$ cat src/include/sdm_consts.svh
// Constants of the servo deviation error monitor: offsets, fields, reset values, timing
`ifndef SDM_CONSTS_SVH
`define SDM_CONSTS_SVH
// Register byte offsets
`define SDM_OFS_SELECT     12'h000
`define SDM_OFS_POS_LEVEL  12'h004
`define SDM_OFS_SPD_LEVEL  12'h008
`define SDM_OFS_THR_LEVEL  12'h00C
`define SDM_OFS_ALARM      12'h010
`define SDM_OFS_IRQ_STATUS 12'h014
`define SDM_OFS_IRQ_MASK   12'h018
`define SDM_OFS_STATE      12'h01C
// Field widths
`define SDM_SEL_W   3
`define SDM_POS_W   10
`define SDM_SPD_W   13
`define SDM_THR_W   10
`define SDM_IRQ_W   4
`define SDM_VAL_W   32
`define SDM_DIV_W   16
// Check select bits
`define SDM_SEL_POS 0
`define SDM_SEL_SPD 1
`define SDM_SEL_THR 2
// Event bits (alarm bits share 0..2)
`define SDM_EV_POLE 3
// State register bits
`define SDM_ST_SERVO_ON 0
`define SDM_ST_POLE_DONE 1
`define SDM_ST_POLE_BUSY 2
`define SDM_ST_STOP 3
// Reset values
`define SDM_SEL_RST 3'h3
`define SDM_POS_RST 10'h032
`define SDM_SPD_RST 13'h03E8
`define SDM_THR_RST 10'h064
// Accepted ranges of the levels
`define SDM_POS_MIN 10'h001
`define SDM_POS_MAX 10'h3E8
`define SDM_SPD_MIN 13'h0001
`define SDM_SPD_MAX 13'h1388
`define SDM_THR_MIN 10'h001
`define SDM_THR_MAX 10'h3E8
// Control cycle timing
`define SDM_CTRL_PERIOD_NS 1000
`define SDM_MCLK_PERIOD_NS 25
`endif

$ cat src/include/sdm_pkg.sv
// Types of the servo deviation error monitor
`include "sdm_consts.svh"
package sdm_pkg;
	// Model and feedback quantities, signed, one control cycle's worth
	typedef struct packed {
		logic signed [`SDM_VAL_W-1:0] modelPos;
		logic signed [`SDM_VAL_W-1:0] fbPos;
		logic signed [`SDM_VAL_W-1:0] modelSpd;
		logic signed [`SDM_VAL_W-1:0] fbSpd;
		logic signed [`SDM_VAL_W-1:0] cmdThr;
		logic signed [`SDM_VAL_W-1:0] fbThr;
	} sdm_sample_t;

	typedef enum logic [2:0] {
		SDM_OFF  = 3'h1,
		SDM_POLE = 3'h2,
		SDM_ON   = 3'h4
	} sdm_servo_t;

	// Whole state of the monitor
	typedef struct packed {
		logic [`SDM_SEL_W-1:0] sel;
		logic [`SDM_POS_W-1:0] posLvl;
		logic [`SDM_SPD_W-1:0] spdLvl;
		logic [`SDM_THR_W-1:0] thrLvl;
		logic [2:0]            alarm;
		logic [`SDM_IRQ_W-1:0] irqSt;
		logic [`SDM_IRQ_W-1:0] irqMask;
		sdm_servo_t            servo;
		logic                  poleDone;
		logic [`SDM_DIV_W-1:0] divCnt;
		logic                  tick;
		logic [2:0]            syncOn;
		logic [2:0]            syncInc;
		logic                  onReq;
		logic                  incEnc;
		logic [31:0]           prdata;
		logic                  pready;
		logic                  pslverr;
		logic                  irq;
		logic                  stop;
		logic                  servoOnStat;
		logic                  poleDetect;
	} sdm_state_t;
endpackage : sdm_pkg

$ cat src/hdl/sdm_abs_diff.sv
// Magnitude of the difference of two signed values
`timescale 1ns/1ps
`default_nettype none
module sdm_abs_diff #(
	parameter int W = 32
) (
	input  wire logic signed [W-1:0] a,
	input  wire logic signed [W-1:0] b,
	output logic             [W:0]   mag
);
	logic signed [W:0] diff;

	// One bit wider so that the extremes cannot overflow
	always_comb begin
		diff = $signed({a[W-1], a}) - $signed({b[W-1], b});
		mag  = diff[W] ? (W+1)'(-diff) : (W+1)'(diff);
	end
endmodule : sdm_abs_diff
`default_nettype wire

$ cat src/hdl/sdm_monitor.sv
// Servo deviation error monitor with pole detection sequencing and APB registers
//
// The APB interface to the registers and the address map were chosen for this implementation.
`timescale 1ns/1ps
`default_nettype none
module sdm_monitor
	import sdm_pkg::*;
#(
	parameter int CTRL_DIV = `SDM_CTRL_PERIOD_NS / `SDM_MCLK_PERIOD_NS
) (
	input  wire logic        mclk,
	input  wire logic        rst,
	// APB slave
	input  wire logic        psel,
	input  wire logic        penable,
	input  wire logic        pwrite,
	input  wire logic [11:0] paddr,
	input  wire logic [31:0] pwdata,
	output logic      [31:0] prdata,
	output logic             pready,
	output logic             pslverr,
	// Servo quantities from the control loop and the encoder
	input  wire sdm_sample_t sample,
	// Pins from the motion controller and the encoder
	input  wire logic        servoOnReq,
	input  wire logic        incrementalEnc,
	// Pole detection handshake with the drive logic
	input  wire logic        poleDetDone,
	output logic             poleDetect,
	// Status toward the controller and the power stage
	output logic             servoOnStatus,
	output logic             motorStop,
	output logic             irq
);
	sdm_state_t q;
	sdm_state_t d;

	// Divider counter must hold the control period; refused while elaborating, before any cycle runs
	if (CTRL_DIV < 1 || CTRL_DIV > (1 << `SDM_DIV_W)) begin : gDivCheck
		$error("CTRL_DIV out of range");
	end

	// Last count of the divider; the tick fires when the counter reaches it
	localparam logic [`SDM_DIV_W-1:0] DIV_LAST = `SDM_DIV_W'(CTRL_DIV - 1);

	logic [`SDM_VAL_W:0] posMag;
	logic [`SDM_VAL_W:0] spdMag;
	logic [`SDM_VAL_W:0] thrMag;

	// Deviation magnitudes, one instance per quantity
	sdm_abs_diff #(.W(`SDM_VAL_W)) uPos (
		.a   (sample.modelPos),
		.b   (sample.fbPos),
		.mag (posMag)
	);
	sdm_abs_diff #(.W(`SDM_VAL_W)) uSpd (
		.a   (sample.modelSpd),
		.b   (sample.fbSpd),
		.mag (spdMag)
	);
	sdm_abs_diff #(.W(`SDM_VAL_W)) uThr (
		.a   (sample.cmdThr),
		.b   (sample.fbThr),
		.mag (thrMag)
	);

	logic        setup;
	logic        wrDone;
	logic        rdDone;
	logic [2:0]  alarmHit;
	logic [2:0]  alarmNew;
	logic [3:0]  events;
	logic        checking;
	logic [31:0] rdVal;
	logic        rdErr;
	logic        wrErr;
	logic [2:0]  alarmClr;

	always_comb begin
		d = q;
		setup  = psel & ~penable;
		wrDone = psel & penable & q.pready & pwrite;
		rdDone = psel & penable & q.pready & ~pwrite;

		// Control cycle enable: checks run once per control period
		if (q.divCnt == DIV_LAST) begin
			d.divCnt = '0;
			d.tick   = 1'b1;
		end else begin
			d.divCnt = q.divCnt + `SDM_DIV_W'(1);
			d.tick   = 1'b0;
		end

		// Pin filters: first flop only feeds the second
		d.syncOn  = {q.syncOn[1:0], servoOnReq};
		d.syncInc = {q.syncInc[1:0], incrementalEnc};
		if (q.syncOn[1] == q.syncOn[2]) begin
			d.onReq = q.syncOn[2];
		end
		if (q.syncInc[1] == q.syncInc[2]) begin
			d.incEnc = q.syncInc[2];
		end

		// Checks only look while the servo is engaged; the loop is idle otherwise
		checking = q.tick & (q.servo != SDM_OFF);
		alarmHit[`SDM_SEL_POS] = checking & q.sel[`SDM_SEL_POS]
			& (posMag >= (`SDM_VAL_W+1)'(q.posLvl));
		alarmHit[`SDM_SEL_SPD] = checking & q.sel[`SDM_SEL_SPD]
			& (spdMag > (`SDM_VAL_W+1)'(q.spdLvl));
		alarmHit[`SDM_SEL_THR] = checking & q.sel[`SDM_SEL_THR]
			& (thrMag > (`SDM_VAL_W+1)'(q.thrLvl));
		alarmNew = alarmHit & ~q.alarm;

		// Register writes; out-of-range levels are refused and the old value kept
		// Decoded through the whole transfer so that the refusal is known in setup
		wrErr    = 1'b0;
		alarmClr = '0;
		if (psel & pwrite) begin
			case (paddr)
				`SDM_OFS_SELECT: begin
					d.sel = pwdata[`SDM_SEL_W-1:0];
				end
				`SDM_OFS_POS_LEVEL: begin
					if (pwdata >= 32'(`SDM_POS_MIN) && pwdata <= 32'(`SDM_POS_MAX)) begin
						d.posLvl = pwdata[`SDM_POS_W-1:0];
					end else begin
						wrErr = 1'b1;
					end
				end
				`SDM_OFS_SPD_LEVEL: begin
					if (pwdata >= 32'(`SDM_SPD_MIN) && pwdata <= 32'(`SDM_SPD_MAX)) begin
						d.spdLvl = pwdata[`SDM_SPD_W-1:0];
					end else begin
						wrErr = 1'b1;
					end
				end
				`SDM_OFS_THR_LEVEL: begin
					if (pwdata >= 32'(`SDM_THR_MIN) && pwdata <= 32'(`SDM_THR_MAX)) begin
						d.thrLvl = pwdata[`SDM_THR_W-1:0];
					end else begin
						wrErr = 1'b1;
					end
				end
				`SDM_OFS_ALARM: begin
					alarmClr = pwdata[2:0];
				end
				`SDM_OFS_IRQ_MASK: begin
					d.irqMask = pwdata[`SDM_IRQ_W-1:0];
				end
				`SDM_OFS_IRQ_STATUS, `SDM_OFS_STATE: begin
					wrErr = 1'b0;
				end
				default: begin
					wrErr = 1'b1;
				end
			endcase
		end
		// Only the edge that samples pready high commits a write; every other cycle keeps the old fields
		// Decoding early costs a few muxes but keeps pslverr valid together with pready
		if (!wrDone) begin
			d.sel     = q.sel;
			d.posLvl  = q.posLvl;
			d.spdLvl  = q.spdLvl;
			d.thrLvl  = q.thrLvl;
			d.irqMask = q.irqMask;
			alarmClr  = '0;
		end

		// Latched alarms: a fresh hit wins over a clear in the same cycle
		d.alarm = (q.alarm & ~alarmClr) | alarmHit;
		d.stop  = |d.alarm;

		// Servo sequencing; pole detection once per power-on with an incremental encoder
		d.poleDetect = 1'b0;
		case (q.servo)
			SDM_OFF: begin
				if (q.onReq && !q.stop) begin
					if (q.incEnc && !q.poleDone) begin
						d.servo = SDM_POLE;
						d.poleDetect = 1'b1;
					end else begin
						d.servo = SDM_ON;
					end
				end
			end
			SDM_POLE: begin
				d.poleDetect = 1'b1;
				if (!q.onReq || q.stop) begin
					d.servo = SDM_OFF;
					d.poleDetect = 1'b0;
				end else if (poleDetDone) begin
					d.servo = SDM_ON;
					d.poleDone = 1'b1;
					d.poleDetect = 1'b0;
				end
			end
			SDM_ON: begin
				if (!q.onReq || q.stop) begin
					d.servo = SDM_OFF;
				end
			end
			default: begin
				d.servo = SDM_OFF;
			end
		endcase
		if (|alarmHit) begin
			d.servo = SDM_OFF;
			d.poleDetect = 1'b0;
		end
		// Status only after detection finished: the controller's interlock relies on it
		d.servoOnStat = (d.servo == SDM_ON);

		// Interrupt status: a read clears only the bits it returned, so later events survive
		// Bit 3 marks the end of pole detection, bits 0..2 a fresh alarm
		events = {(q.servo == SDM_POLE) & (d.servo == SDM_ON), alarmNew};
		if (rdDone && paddr == `SDM_OFS_IRQ_STATUS) begin
			d.irqSt = (q.irqSt & ~q.prdata[`SDM_IRQ_W-1:0]) | events;
		end else begin
			d.irqSt = q.irqSt | events;
		end
		d.irq = |(d.irqSt & d.irqMask);

		// Read data is captured in setup so the access phase completes at once
		rdVal = '0;
		rdErr = 1'b0;
		case (paddr)
			`SDM_OFS_SELECT:     rdVal = 32'(q.sel);
			`SDM_OFS_POS_LEVEL:  rdVal = 32'(q.posLvl);
			`SDM_OFS_SPD_LEVEL:  rdVal = 32'(q.spdLvl);
			`SDM_OFS_THR_LEVEL:  rdVal = 32'(q.thrLvl);
			`SDM_OFS_ALARM:      rdVal = 32'(q.alarm);
			`SDM_OFS_IRQ_STATUS: rdVal = 32'(q.irqSt);
			`SDM_OFS_IRQ_MASK:   rdVal = 32'(q.irqMask);
			`SDM_OFS_STATE: begin
				rdVal[`SDM_ST_SERVO_ON]  = q.servoOnStat;
				rdVal[`SDM_ST_POLE_DONE] = q.poleDone;
				rdVal[`SDM_ST_POLE_BUSY] = q.poleDetect;
				rdVal[`SDM_ST_STOP]      = q.stop;
			end
			default: rdErr = 1'b1;
		endcase
		// Zero wait states: pready answers every setup cycle at the next edge
		d.pready = setup;
		// Response stands until the next setup; write refusal travels with pready
		if (setup) begin
			d.prdata  = pwrite ? 32'h0000_0000 : rdVal;
			d.pslverr = pwrite ? wrErr : rdErr;
		end
	end

	// Single state register; reset values are constants only
	always_ff @(posedge mclk) begin
		if (rst) begin
			q.sel         <= `SDM_SEL_RST;
			q.posLvl      <= `SDM_POS_RST;
			q.spdLvl      <= `SDM_SPD_RST;
			q.thrLvl      <= `SDM_THR_RST;
			q.alarm       <= '0;
			q.irqSt       <= '0;
			q.irqMask     <= '0;
			q.servo       <= SDM_OFF;
			q.poleDone    <= 1'b0;
			q.divCnt      <= '0;
			q.tick        <= 1'b0;
			q.syncOn      <= '0;
			q.syncInc     <= '0;
			q.onReq       <= 1'b0;
			q.incEnc      <= 1'b0;
			q.prdata      <= '0;
			q.pready      <= 1'b0;
			q.pslverr     <= 1'b0;
			q.irq         <= 1'b0;
			q.stop        <= 1'b0;
			q.servoOnStat <= 1'b0;
			q.poleDetect  <= 1'b0;
		end else begin
			q <= d;
		end
	end

	// Outputs straight from the state register
	assign prdata        = q.prdata;
	assign pready        = q.pready;
	assign pslverr       = q.pslverr;
	assign poleDetect    = q.poleDetect;
	assign servoOnStatus = q.servoOnStat;
	assign motorStop     = q.stop;
	assign irq           = q.irq;
endmodule : sdm_monitor
`default_nettype wire

$ cat config.mk
export PLATFORM = sky130hd
export DESIGN_NAME = sdm_monitor
export DESIGN_NICKNAME = d
export VERILOG_FILES = /design/src/include/sdm_pkg.sv /design/src/hdl/sdm_abs_diff.sv /design/src/hdl/sdm_monitor.sv
export VERILOG_INCLUDE_DIRS = /design/src /design/src/include
export SDC_FILE = /design/constraint.sdc
export NUM_CORES = 1
export LEC_CHECK = 0
export ABC_AREA = 1
export BUFFER_PORTS_ARGS = -buffer_cell sky130_fd_sc_hd__buf_2
export CAP_MARGIN = 15
export CORE_ASPECT_RATIO = 1.1
export CORE_MARGIN = 5
export CORE_UTILIZATION = 55
export DETAILED_ROUTE_END_ITERATION = 10
export GPL_TIMING_DRIVEN = 0
export HOLD_SLACK_MARGIN = 0.02
export PLACE_DENSITY = 0.78
export SLEW_MARGIN = 20
export SYNTH_ARGS = -nofsm -noshare
export SYNTH_HDL_FRONTEND = slang
export SYNTH_SLANG_ARGS = --single-unit
$ cat constraint.sdc
create_clock -name mclk -period 6.7 [get_ports mclk]
set_input_delay 1.34 -clock mclk [delete_from_list [all_inputs] [get_ports mclk]]
set_output_delay 1.34 -clock mclk [all_outputs]
set_load 0.01 [all_outputs]
==> impl_metrics.json, run 1 <==
{
  "grt_pass1_wl_um": 81800,
  "p_per_area_nw_per_um2": 143,
  "timing.setup.tns_ns": 0,
  "synth_top_flop_cell": "dfxtp_1",
  "endpoint_kind": "flop",
  "floorplan.die_area_um2": 33400,
  "critPathMaxFanout": 10,
  "dr.pass1.iters": 9,
  "die_h_um": 191,
  "holdPathStages": 2,
  "synth_largest_type_area_fraction_pct": 23.2,
  "critPathArrivalTime_ns": 6.36,
  "syn-mean-instance-area_um2": 5.27,
  "detailedPlacementHpwl_um": 42500,
  "fp-row-count": 66,
  "reg2reg_depth": 20,
  "power_switching_share_pct": 46.7,
  "synthTopCellsByCount": "nand2_1 (1016), inv_1 (624), nor2_1 (332), nand3_1 (243), a21oi_1 (153)",
  "setup_violations": 0,
  "slew_headroom_pct": 50.0,
  "post_route_cells_drive_above_1_share_pct": 12.3,
  "first_iteration_detailed_routing_drc_count": 1411,
  "drt-wirelength-per-cell_um": 13.0,
  "yosys.cell_types.count": 52,
  "min_period_ns": 6.12,
  "worst_pin_slew_ns": 0.743,
  "setup_slack_of_the_most_critical_reg_to_reg_path_ns": 3.71,
  "combinationalPowerShare_pct": 58.3,
  "ys_async_sr_fraction_pct": 0,
  "htree_levels": 3,
  "worstHoldEndpoint": "d[45]$_SDFF_PP0_",
  "ios": 282,
  "max_cap_viol_count": 0,
  "root_buffer": "clkbuf_16",
  "status": "finished clean",
  "wl_um": 49300,
  "sequentialPowerShare_pct": 21.4,
  "p_clk_share_pct": 20.3,
  "inserted_clock_buffers": 9,
  "drt.antenna.violating_nets": 0,
  "vias": 19875,
  "fmaxAchievable_mhz": 163,
  "drt_drc": 0,
  "crit-reg2reg-capture": "q[64]$_SDFF_PP1_",
  "die_width_um": 175,
  "synth_sequential_area_ratio_pct": 11.6,
  "cts_resized": 0,
  "hold_path.startpoint": "d[44]$_SDFF_PP0_",
  "layout.nets": 3783,
  "timing.clock.skew_ns": 0.0104,
  "netlist_top_cells_area": "nand2_1 (23%), inv_1 (14%), dfxtp_1 (12%)",
  "worstReg2RegStart": "q[103]$_SDFFE_PP0P_",
  "cts_max_path_buffers": 2,
  "fin_crit_sh_pct": 91.4,
  "clock_tree_from_tritoncts": "built",
  "critical_path_required_ns": 6.93,
  "layout_overhead_on_the_synthesized_area_pct": 13.2,
  "yosys_warnings": 0,
  "synth_area_um2": 16400,
  "first_global_vias": 18847,
  "cp_common_cell": "nand2_1",
  "clock_latency_of_the_later_clocked_register_in_the_worst_skew_pair_ns": 0.35,
  "slowest_delay_ns": 0.43,
  "yosys_register_bits": 95,
  "antenna_found_initial": 2,
  "starting_density_pct": 55.7,
  "fin_util_pct": 63.0,
  "internal-power_mw": 1.42,
  "worst_setup_hold_path_clk_slew_ns": 0.07,
  "worst_hold_path_type": "flop to flop",
  "globalplace.congestion": 0.964,
  "worst_path_max_delay_cell": "fa_1",
  "total_switching_power_mw": 1.24,
  "synthCells": 3114,
  "filler_instances": 3044,
  "irDropWorstVdd_mv": 0.131,
  "rsz0062_at_grt": "no",
  "grt-ovfl-total": 0,
  "timing.final.max_slew_violations": 0,
  "synth-edff-count": 0,
  "pin_count_of_the_biggest_net_entering_global_routing": 18,
  "post-synth-top-count-cell": "nand2_1",
  "cts_setup_buffers": 0,
  "hold_viol": 0,
  "clock_sinks": 95,
  "average_via_count_per_standard_cell": 5.25,
  "design.core.area_um2": 29500,
  "numPortBuffers": 260,
  "grt.total_usage_pct": 28.3,
  "synth_top_cell_by_area": "nand2_1",
  "leakage_nw": 10.8,
  "hold_buffers": 0,
  "path_class": "input port to flop",
  "setup.worst_path.start_class": "input port"
}
-- area by class of cell --
class                           count  area (µm²)  area share, %
Antenna cell                        5        12.5         0.0674
Timing Repair Buffer              260        1300           7.01
Sequential cell                    95        1900           10.2
Clock inverter                      6        72.6          0.391
Clock buffer                       10         239           1.29
Tap cell                          374         468           2.52
Multi-Input combinational cell   2343       11800           63.6
Buffer                             58         375           2.02
Inverter                          636        2390           12.9
-- worst max-delay path by stage --
stage / from / to / slack, ns / cells past startpoint
after floorplan: sample[32] / q[64]$_SDFF_PP1_ / 1.38 / 37
after global placement: sample[128] / irq$_SDFF_PP0_ / 0.38 / 40
after detailed placement: sample[128] / q[64]$_SDFF_PP1_ / 0.31 / 37
after CTS: sample[128] / q[64]$_SDFF_PP1_ / 0.66 / 37
after global routing: sample[128] / irq$_SDFF_PP0_ / 0.1 / 40
final: sample[128] / q[64]$_SDFF_PP1_ / 0.58 / 37
-- cells by family (layout without fill, tap and decap cells) --
logic type               Yosys count  in the layout  share of synthesized area [%]
buffers and inverters            694            970                           16.8
adder cells (fa/ha/maj)          136            136                           10.5
AO/OA/AOI/OAI                    313            313                           10.8
AND/OR/NAND/NOR                 1830           1830                           47.9
XOR/XNOR                          45             45                           2.40
other                              1             24                         0.0229
flip-flops                        95             95                           11.6
-- critical path, delay by kind of cell --
family,cells,cell delay (ns)
xor+xnor,1,0.13
buf+inv,5,0.61
simple gates,21,2.31
compound gates,7,1.01
fa+ha+maj,3,0.94
-- registers in the layout, summed over array words and instances, names as in the netlist --
register and flops:
d 4, pslverr 1, poleDetect 1, prdata 13, irq 1, pready 1
q 72, servoOnStatus 1, motorStop 1
-- metrics by stage --
step / std cells / area [µm²] / hold slack (ns) / power (mW) / worst slack [ns]
3_5_place_dp: 3766 / 18200 / 0.416 / 2.11 / 0.308
3_3_place_gp: 3766 / 18200 / 0.400 / 2.07 / 0.383
5_1_grt: 3784 / 18600 / 0.450 / 2.91 / 0.0981
4_1_cts: 3782 / 18600 / 0.425 / 2.65 / 0.663
2_1_floorplan: 3132 / 16500 / 0.388 / 1.73 / 1.38
6_report: 3787 / 18600 / 0.419 / 2.66 / 0.578
-- layer usage --
layer / routed length [µm] / track usage, % / part of all wire [%] / vias to the layer above
li1: - / - / - / 10303
met1: 20700 / 33.4 / 42 / 8751
met2: 23800 / 52.8 / 48 / 669
met3: 2900 / 2.73 / 5.9 / 152
met4: 1860 / 10.8 / 3.8 / 0
met5: 0 / 0 / 0 / -
-- placed cells by master, fill, tap and decap left out, types with 6 or more instances in the layout --
cell / n
nand3_2: 14
buf_2: 266
inv_2: 11
nor4_1: 16
xor2_1: 35
a211oi_1: 16
clkbuf_1: 11
o21ai_0: 80
nor2_1: 332
nand4_1: 58
o221ai_1: 6
nand3b_1: 26
xnor2_1: 10
nand3_1: 243
nand2_2: 40
conb_1: 19
nor2_2: 14
nor3_1: 51
nor2_4: 6
dfxtp_1: 95
clkbuf_16: 9
nand2_1: 1016
ha_1: 133
buf_4: 36
o21bai_1: 10
o22ai_1: 14
inv_1: 624
a21oi_1: 153
-- power by group through the flow --
stage	clock, mW	sequential, mW	combinational, mW
final	0.540	0.570	1.55
after global routing	0.563	0.570	1.78
after CTS	0.539	0.570	1.54
after detailed placement	0	0.583	1.53
after global placement	0	0.583	1.49
after floorplan	0	0.583	1.15
(Power assumes the default switching activity.)
==> inputs of run 2 (changes only) <==
--- a/config.mk
+++ b/config.mk
@@ -9,7 +9,6 @@
 export ABC_AREA = 1
 export BUFFER_PORTS_ARGS = -buffer_cell sky130_fd_sc_hd__buf_2
 export CAP_MARGIN = 15
-export CORE_ASPECT_RATIO = 1.1
 export CORE_MARGIN = 5
 export CORE_UTILIZATION = 55
 export DETAILED_ROUTE_END_ITERATION = 10
==> impl_metrics.json, run 2 (same netlist as run 1, synthesis figures left out) <==
{
  "status": "finished clean",
  "critPathMaxFanout": 10,
  "numPortBuffers": 260,
  "drt_drc": 0,
  "critical_path_required_ns": 6.93,
  "worst_hold_path_type": "flop to flop",
  "pin_count_of_the_biggest_net_entering_global_routing": 19,
  "cts_setup_buffers": 0,
  "htree_levels": 3,
  "worst_pin_slew_ns": 0.766,
  "grt.total_usage_pct": 28.7,
  "cp_common_cell": "nand2_1",
  "critPathArrivalTime_ns": 6.42,
  "fin_util_pct": 62.8,
  "post_route_cells_drive_above_1_share_pct": 12.3,
  "number_of_flip_flops_in_the_largest_register": 72,
  "starting_density_pct": 55.5,
  "timing.clock.skew_ns": 0.0101,
  "worst_path_max_delay_cell": "fa_1",
  "leakage_nw": 10.8,
  "setup_violations": 0,
  "drt.antenna.violating_nets": 0,
  "floorplan.die_area_um2": 33400,
  "rsz0062_at_grt": "no",
  "fmaxAchievable_mhz": 162,
  "layout.nets": 3783,
  "p_per_area_nw_per_um2": 142,
  "ios": 282,
  "first_global_vias": 18459,
  "hold_viol": 0,
  "wl_um": 50100,
  "fp-row-count": 63,
  "clock_sinks": 95,
  "average_via_count_per_standard_cell": 5.28,
  "dr.pass1.iters": 6,
  "placed_cell_area_um2": 18300,
  "first_iteration_detailed_routing_drc_count": 1581,
  "slowest_delay_ns": 0.43,
  "min_period_ns": 6.19,
  "grt-ovfl-total": 0,
  "timing.setup.tns_ns": 0,
  "inserted_clock_buffers": 9,
  "clock_latency_of_the_later_clocked_register_in_the_worst_skew_pair_ns": 0.35,
  "max_cap_viol_count": 0,
  "root_buffer": "clkbuf_16",
  "filler_instances": 3045,
  "cts_resized": 0,
  "slew_headroom_pct": 48.6,
  "detailedPlacementHpwl_um": 43000,
  "irDropWorstVdd_mv": 0.138,
  "die_width_um": 183,
  "vias": 20043,
  "path_class": "input port to flop",
  "worst_setup_hold_path_clk_slew_ns": 0.07,
  "globalplace.congestion": 0.977,
  "timing.final.max_slew_violations": 0,
  "grt_pass1_wl_um": 82500,
  "layout_overhead_on_the_synthesized_area_pct": 13.1,
  "endpoint_kind": "flop",
  "layout_commonest_cell": "nand2_1",
  "largest-register": "q",
  "design.core.area_um2": 29600,
  "post-route-cell-area_um2": 18600,
  "hold_buffers": 0,
  "fin_crit_sh_pct": 92.4,
  "drt-wirelength-per-cell_um": 13.2,
  "setup.worst_path.start_class": "input port",
  "antenna_found_initial": 1,
  "layout_common_cells": "nand2_1 (1016), inv_1 (624), nor2_1 (332)",
  "die_h_um": 183,
  "clock_tree_from_tritoncts": "built",
  "cts_max_path_buffers": 2
}
run 2: cell count changes in the layout (fill, tap and decap cells not counted), sizes merged:
| cell | delta |
|---|---|
| bufinv | -1 |
| clkinv | +1 |
| diode | -4 |
run 2: area by class of cell:
| class | count | area [µm²] | area share (%) |
|---|---|---|---|
| clock buffer | 10 | 239 | 1.29 |
| antenna | 1 | 2.50 | 0.0135 |
| buffer | 58 | 375 | 2.02 |
| timing repair buffer | 260 | 1300 | 7.01 |
| sequential | 95 | 1900 | 10.2 |
| inverter | 636 | 2390 | 12.9 |
| tap | 390 | 488 | 2.63 |
| multi-input combinational | 2343 | 11800 | 63.6 |
| clock inverter | 6 | 57.6 | 0.310 |
run 2: path summary, 6_finish.rpt:
check,slack (ns),cells after the start,start,end
worst max-delay path,0.51,40,sample[128],irq$_SDFF_PP0_
worst min register to register,0.40,2,d[44]$_SDFF_PP0_,d[45]$_SDFF_PP0_
worst min-delay path,0.40,2,d[44]$_SDFF_PP0_,d[45]$_SDFF_PP0_
worst max register to register,3.66,23,q[103]$_SDFFE_PP0P_,irq$_SDFF_PP0_
run 2: per-layer routing:
metal / vias up / wire length, µm / track usage (%)
li1: 10304 / - / -
met1: 8954 / 22100 / 37.1
met2: 691 / 23600 / 51.6
met3: 94 / 3320 / 2.46
met4: 0 / 1070 / 6.84
met5: - / 0 / 0
run 2: worst max-delay path, delay by kind of cell:
kind	cells	cell delay, ns
buffers and inverters	6	0.67
xor gates and xnor gates	1	0.14
AOI/OAI and AO/OA	6	0.76
and+or+nand+nor	24	2.59
adders and majority gates	3	0.95
run 2: power breakdown:
part | switching [mW] | internal [mW] | total [mW]
registers | 0.00200 | 0.568 | 0.570
clock network | 0.241 | 0.271 | 0.512
logic | 1.01 | 0.546 | 1.56
run 2: through the flow:
stage                     hold slack, ns  power (mW)  setup WS [ns]  std cells
after floorplan                    0.388        1.73           1.38       3132
after global placement             0.392        2.08          0.295       3782
after detailed placement           0.395        2.11          0.267       3782
after CTS                          0.406        2.62          0.602       3798
after global routing               0.439        2.89          0.128       3799
final                              0.403        2.64          0.509       3799
==> inputs of run 3 (changes only) <==
--- a/config.mk
+++ b/config.mk
@@ -14,7 +14,7 @@
 export DETAILED_ROUTE_END_ITERATION = 10
 export GPL_TIMING_DRIVEN = 0
 export HOLD_SLACK_MARGIN = 0.02
-export PLACE_DENSITY = 0.78
+export PLACE_DENSITY = 0.85
 export SLEW_MARGIN = 20
 export SYNTH_ARGS = -nofsm -noshare
 export SYNTH_HDL_FRONTEND = slang
==> impl_metrics.json, run 3 (same netlist as run 1, synthesis figures left out) <==
{
  "layout_commonest_cell": "nand2_1",
  "numPortBuffers": 260,
  "critPathArrivalTime_ns": 6.29,
  "worst_pin_slew_ns": 0.731,
  "endpoint_kind": "flop",
  "clock_latency_of_the_later_clocked_register_in_the_worst_skew_pair_ns": 0.34,
  "cts_max_path_buffers": 2,
  "starting_density_pct": 55.5,
  "layout.area.seq_um2": 1900,
  "final_hold_slack_ns": 0.406,
  "die_width_um": 183,
  "critical_path_required_ns": 6.92,
  "timing.setup.tns_ns": 0,
  "clock_sinks": 95,
  "drt-wirelength-per-cell_um": 12.0,
  "path_class": "input port to flop",
  "grt-ovfl-total": 0,
  "worst_setup_hold_path_clk_slew_ns": 0.06,
  "layout_common_cells": "nand2_1 (1016), inv_1 (624), nor2_1 (332)",
  "fmaxAchievable_mhz": 165,
  "drt_drc": 0,
  "grt.total_usage_pct": 26.3,
  "worst_hold_path_type": "flop to flop",
  "die_h_um": 183,
  "first_global_vias": 17661,
  "root_buffer": "clkbuf_16",
  "cts_resized": 0,
  "htree_levels": 3,
  "grt_pass1_wl_um": 77000,
  "detailedPlacementHpwl_um": 39500,
  "dr.pass1.iters": 8,
  "hold_buffers": 0,
  "p_per_area_nw_per_um2": 140,
  "fp-row-count": 63,
  "hold_viol": 0,
  "fin_total_pwr_mw": 2.60,
  "max_cap_viol_count": 0,
  "post_route_cells_drive_above_1_share_pct": 12.3,
  "first_iteration_detailed_routing_drc_count": 1349,
  "timing.clock.skew_ns": 0.00741,
  "globalplace.congestion": 0.952,
  "status": "finished clean",
  "floorplan.die_area_um2": 33400,
  "critPathMaxFanout": 10,
  "irDropWorstVdd_mv": 0.124,
  "fin_crit_sh_pct": 90.5,
  "min_period_ns": 6.06,
  "wl_um": 45600,
  "slowest_delay_ns": 0.43,
  "worst_path_max_delay_cell": "fa_1",
  "antenna_found_initial": 2,
  "timing.final.max_slew_violations": 0,
  "setup.worst_path.start_class": "input port",
  "slew_headroom_pct": 51.3,
  "setup_violations": 0,
  "design.core.area_um2": 29600,
  "pin_count_of_the_biggest_net_entering_global_routing": 17,
  "ios": 282,
  "cp_common_cell": "nand2_1",
  "cts_setup_buffers": 0,
  "rsz0062_at_grt": "no",
  "clock_tree_from_tritoncts": "built",
  "number_of_flip_flops_in_the_largest_register": 72,
  "filler_instances": 3025,
  "leakage_nw": 10.8,
  "drt.antenna.violating_nets": 0,
  "average_via_count_per_standard_cell": 5.10,
  "largest-register": "q",
  "layout_overhead_on_the_synthesized_area_pct": 13.2,
  "vias": 19398,
  "layout.nets": 3783,
  "multi_input_gate_area_in_the_final_layout_um2": 11800,
  "inserted_clock_buffers": 9
}
## run 3: changes by cell type in the layout (fill, tap and decap cells not counted)
cell,previous run,this run
diode_2,1,4
clkinv_2,0,2
clkinvlp_4,0,2
inv_8,2,0
bufinv_16,0,1
clkbuf_8,1,0
clkinv_4,2,1
inv_6,2,1
## run 3: cell type report
type | instances | area share, %
inverters | 636 | 12.9
repair buffers | 260 | 7.01
flip-flops and latches | 95 | 10.2
clock buffers | 9 | 1.21
clock inverters | 7 | 0.391
multi-input cells | 2343 | 63.6
diodes | 4 | 0.0539
well taps | 390 | 2.63
plain buffers | 58 | 2.02
## run 3: worst max-delay path, delay by kind of cell
| kind | cells | cell delay (ns) |
|---|---|---|
| AOI/OAI and AO/OA | 6 | 0.72 |
| xor gates and xnor gates | 1 | 0.13 |
| adders and majority gates | 3 | 0.93 |
| buffers and inverters | 6 | 0.66 |
| and+or+nand+nor | 24 | 2.49 |
## run 3: stage by stage
| step | setup WS [ns] | cell area, µm² | utilization [%] | std cells |
|---|---|---|---|---|
| after global placement | 0.326 | 18300 | 61.8 | 3782 |
| after floorplan | 1.38 | 16500 | - | 3132 |
| after detailed placement | 0.272 | 18300 | 61.8 | 3782 |
| after CTS | 0.630 | 18600 | 62.8 | 3798 |
| final | 0.636 | 18600 | 62.8 | 3802 |
| after global routing | 0.104 | 18600 | 62.8 | 3800 |
## run 3: power by group
group	internal, mW	total, mW	switching [mW]
logic	0.545	1.52	0.979
registers	0.568	0.570	0.00194
clock network	0.290	0.511	0.221
## run 3: final timing paths
check | from | to | slack [ns] | cells past startpoint
min | d[44]$_SDFF_PP0_ | d[45]$_SDFF_PP0_ | 0.41 | 2
max reg2reg | q[103]$_SDFFE_PP0P_ | irq$_SDFF_PP0_ | 3.68 | 23
max | sample[128] | irq$_SDFF_PP0_ | 0.64 | 40
min reg2reg | d[44]$_SDFF_PP0_ | d[45]$_SDFF_PP0_ | 0.41 | 2
## run 3: metal layers
layer	global-route usage [%]	vias up	wire, µm	part of all wire [%]
li1	-	10294	-	-
met1	34.9	8332	20500	45
met2	45.8	678	20700	45
met3	2.90	94	3440	7.5
met4	6.69	0	1000	2.2
met5	0	-	0	0
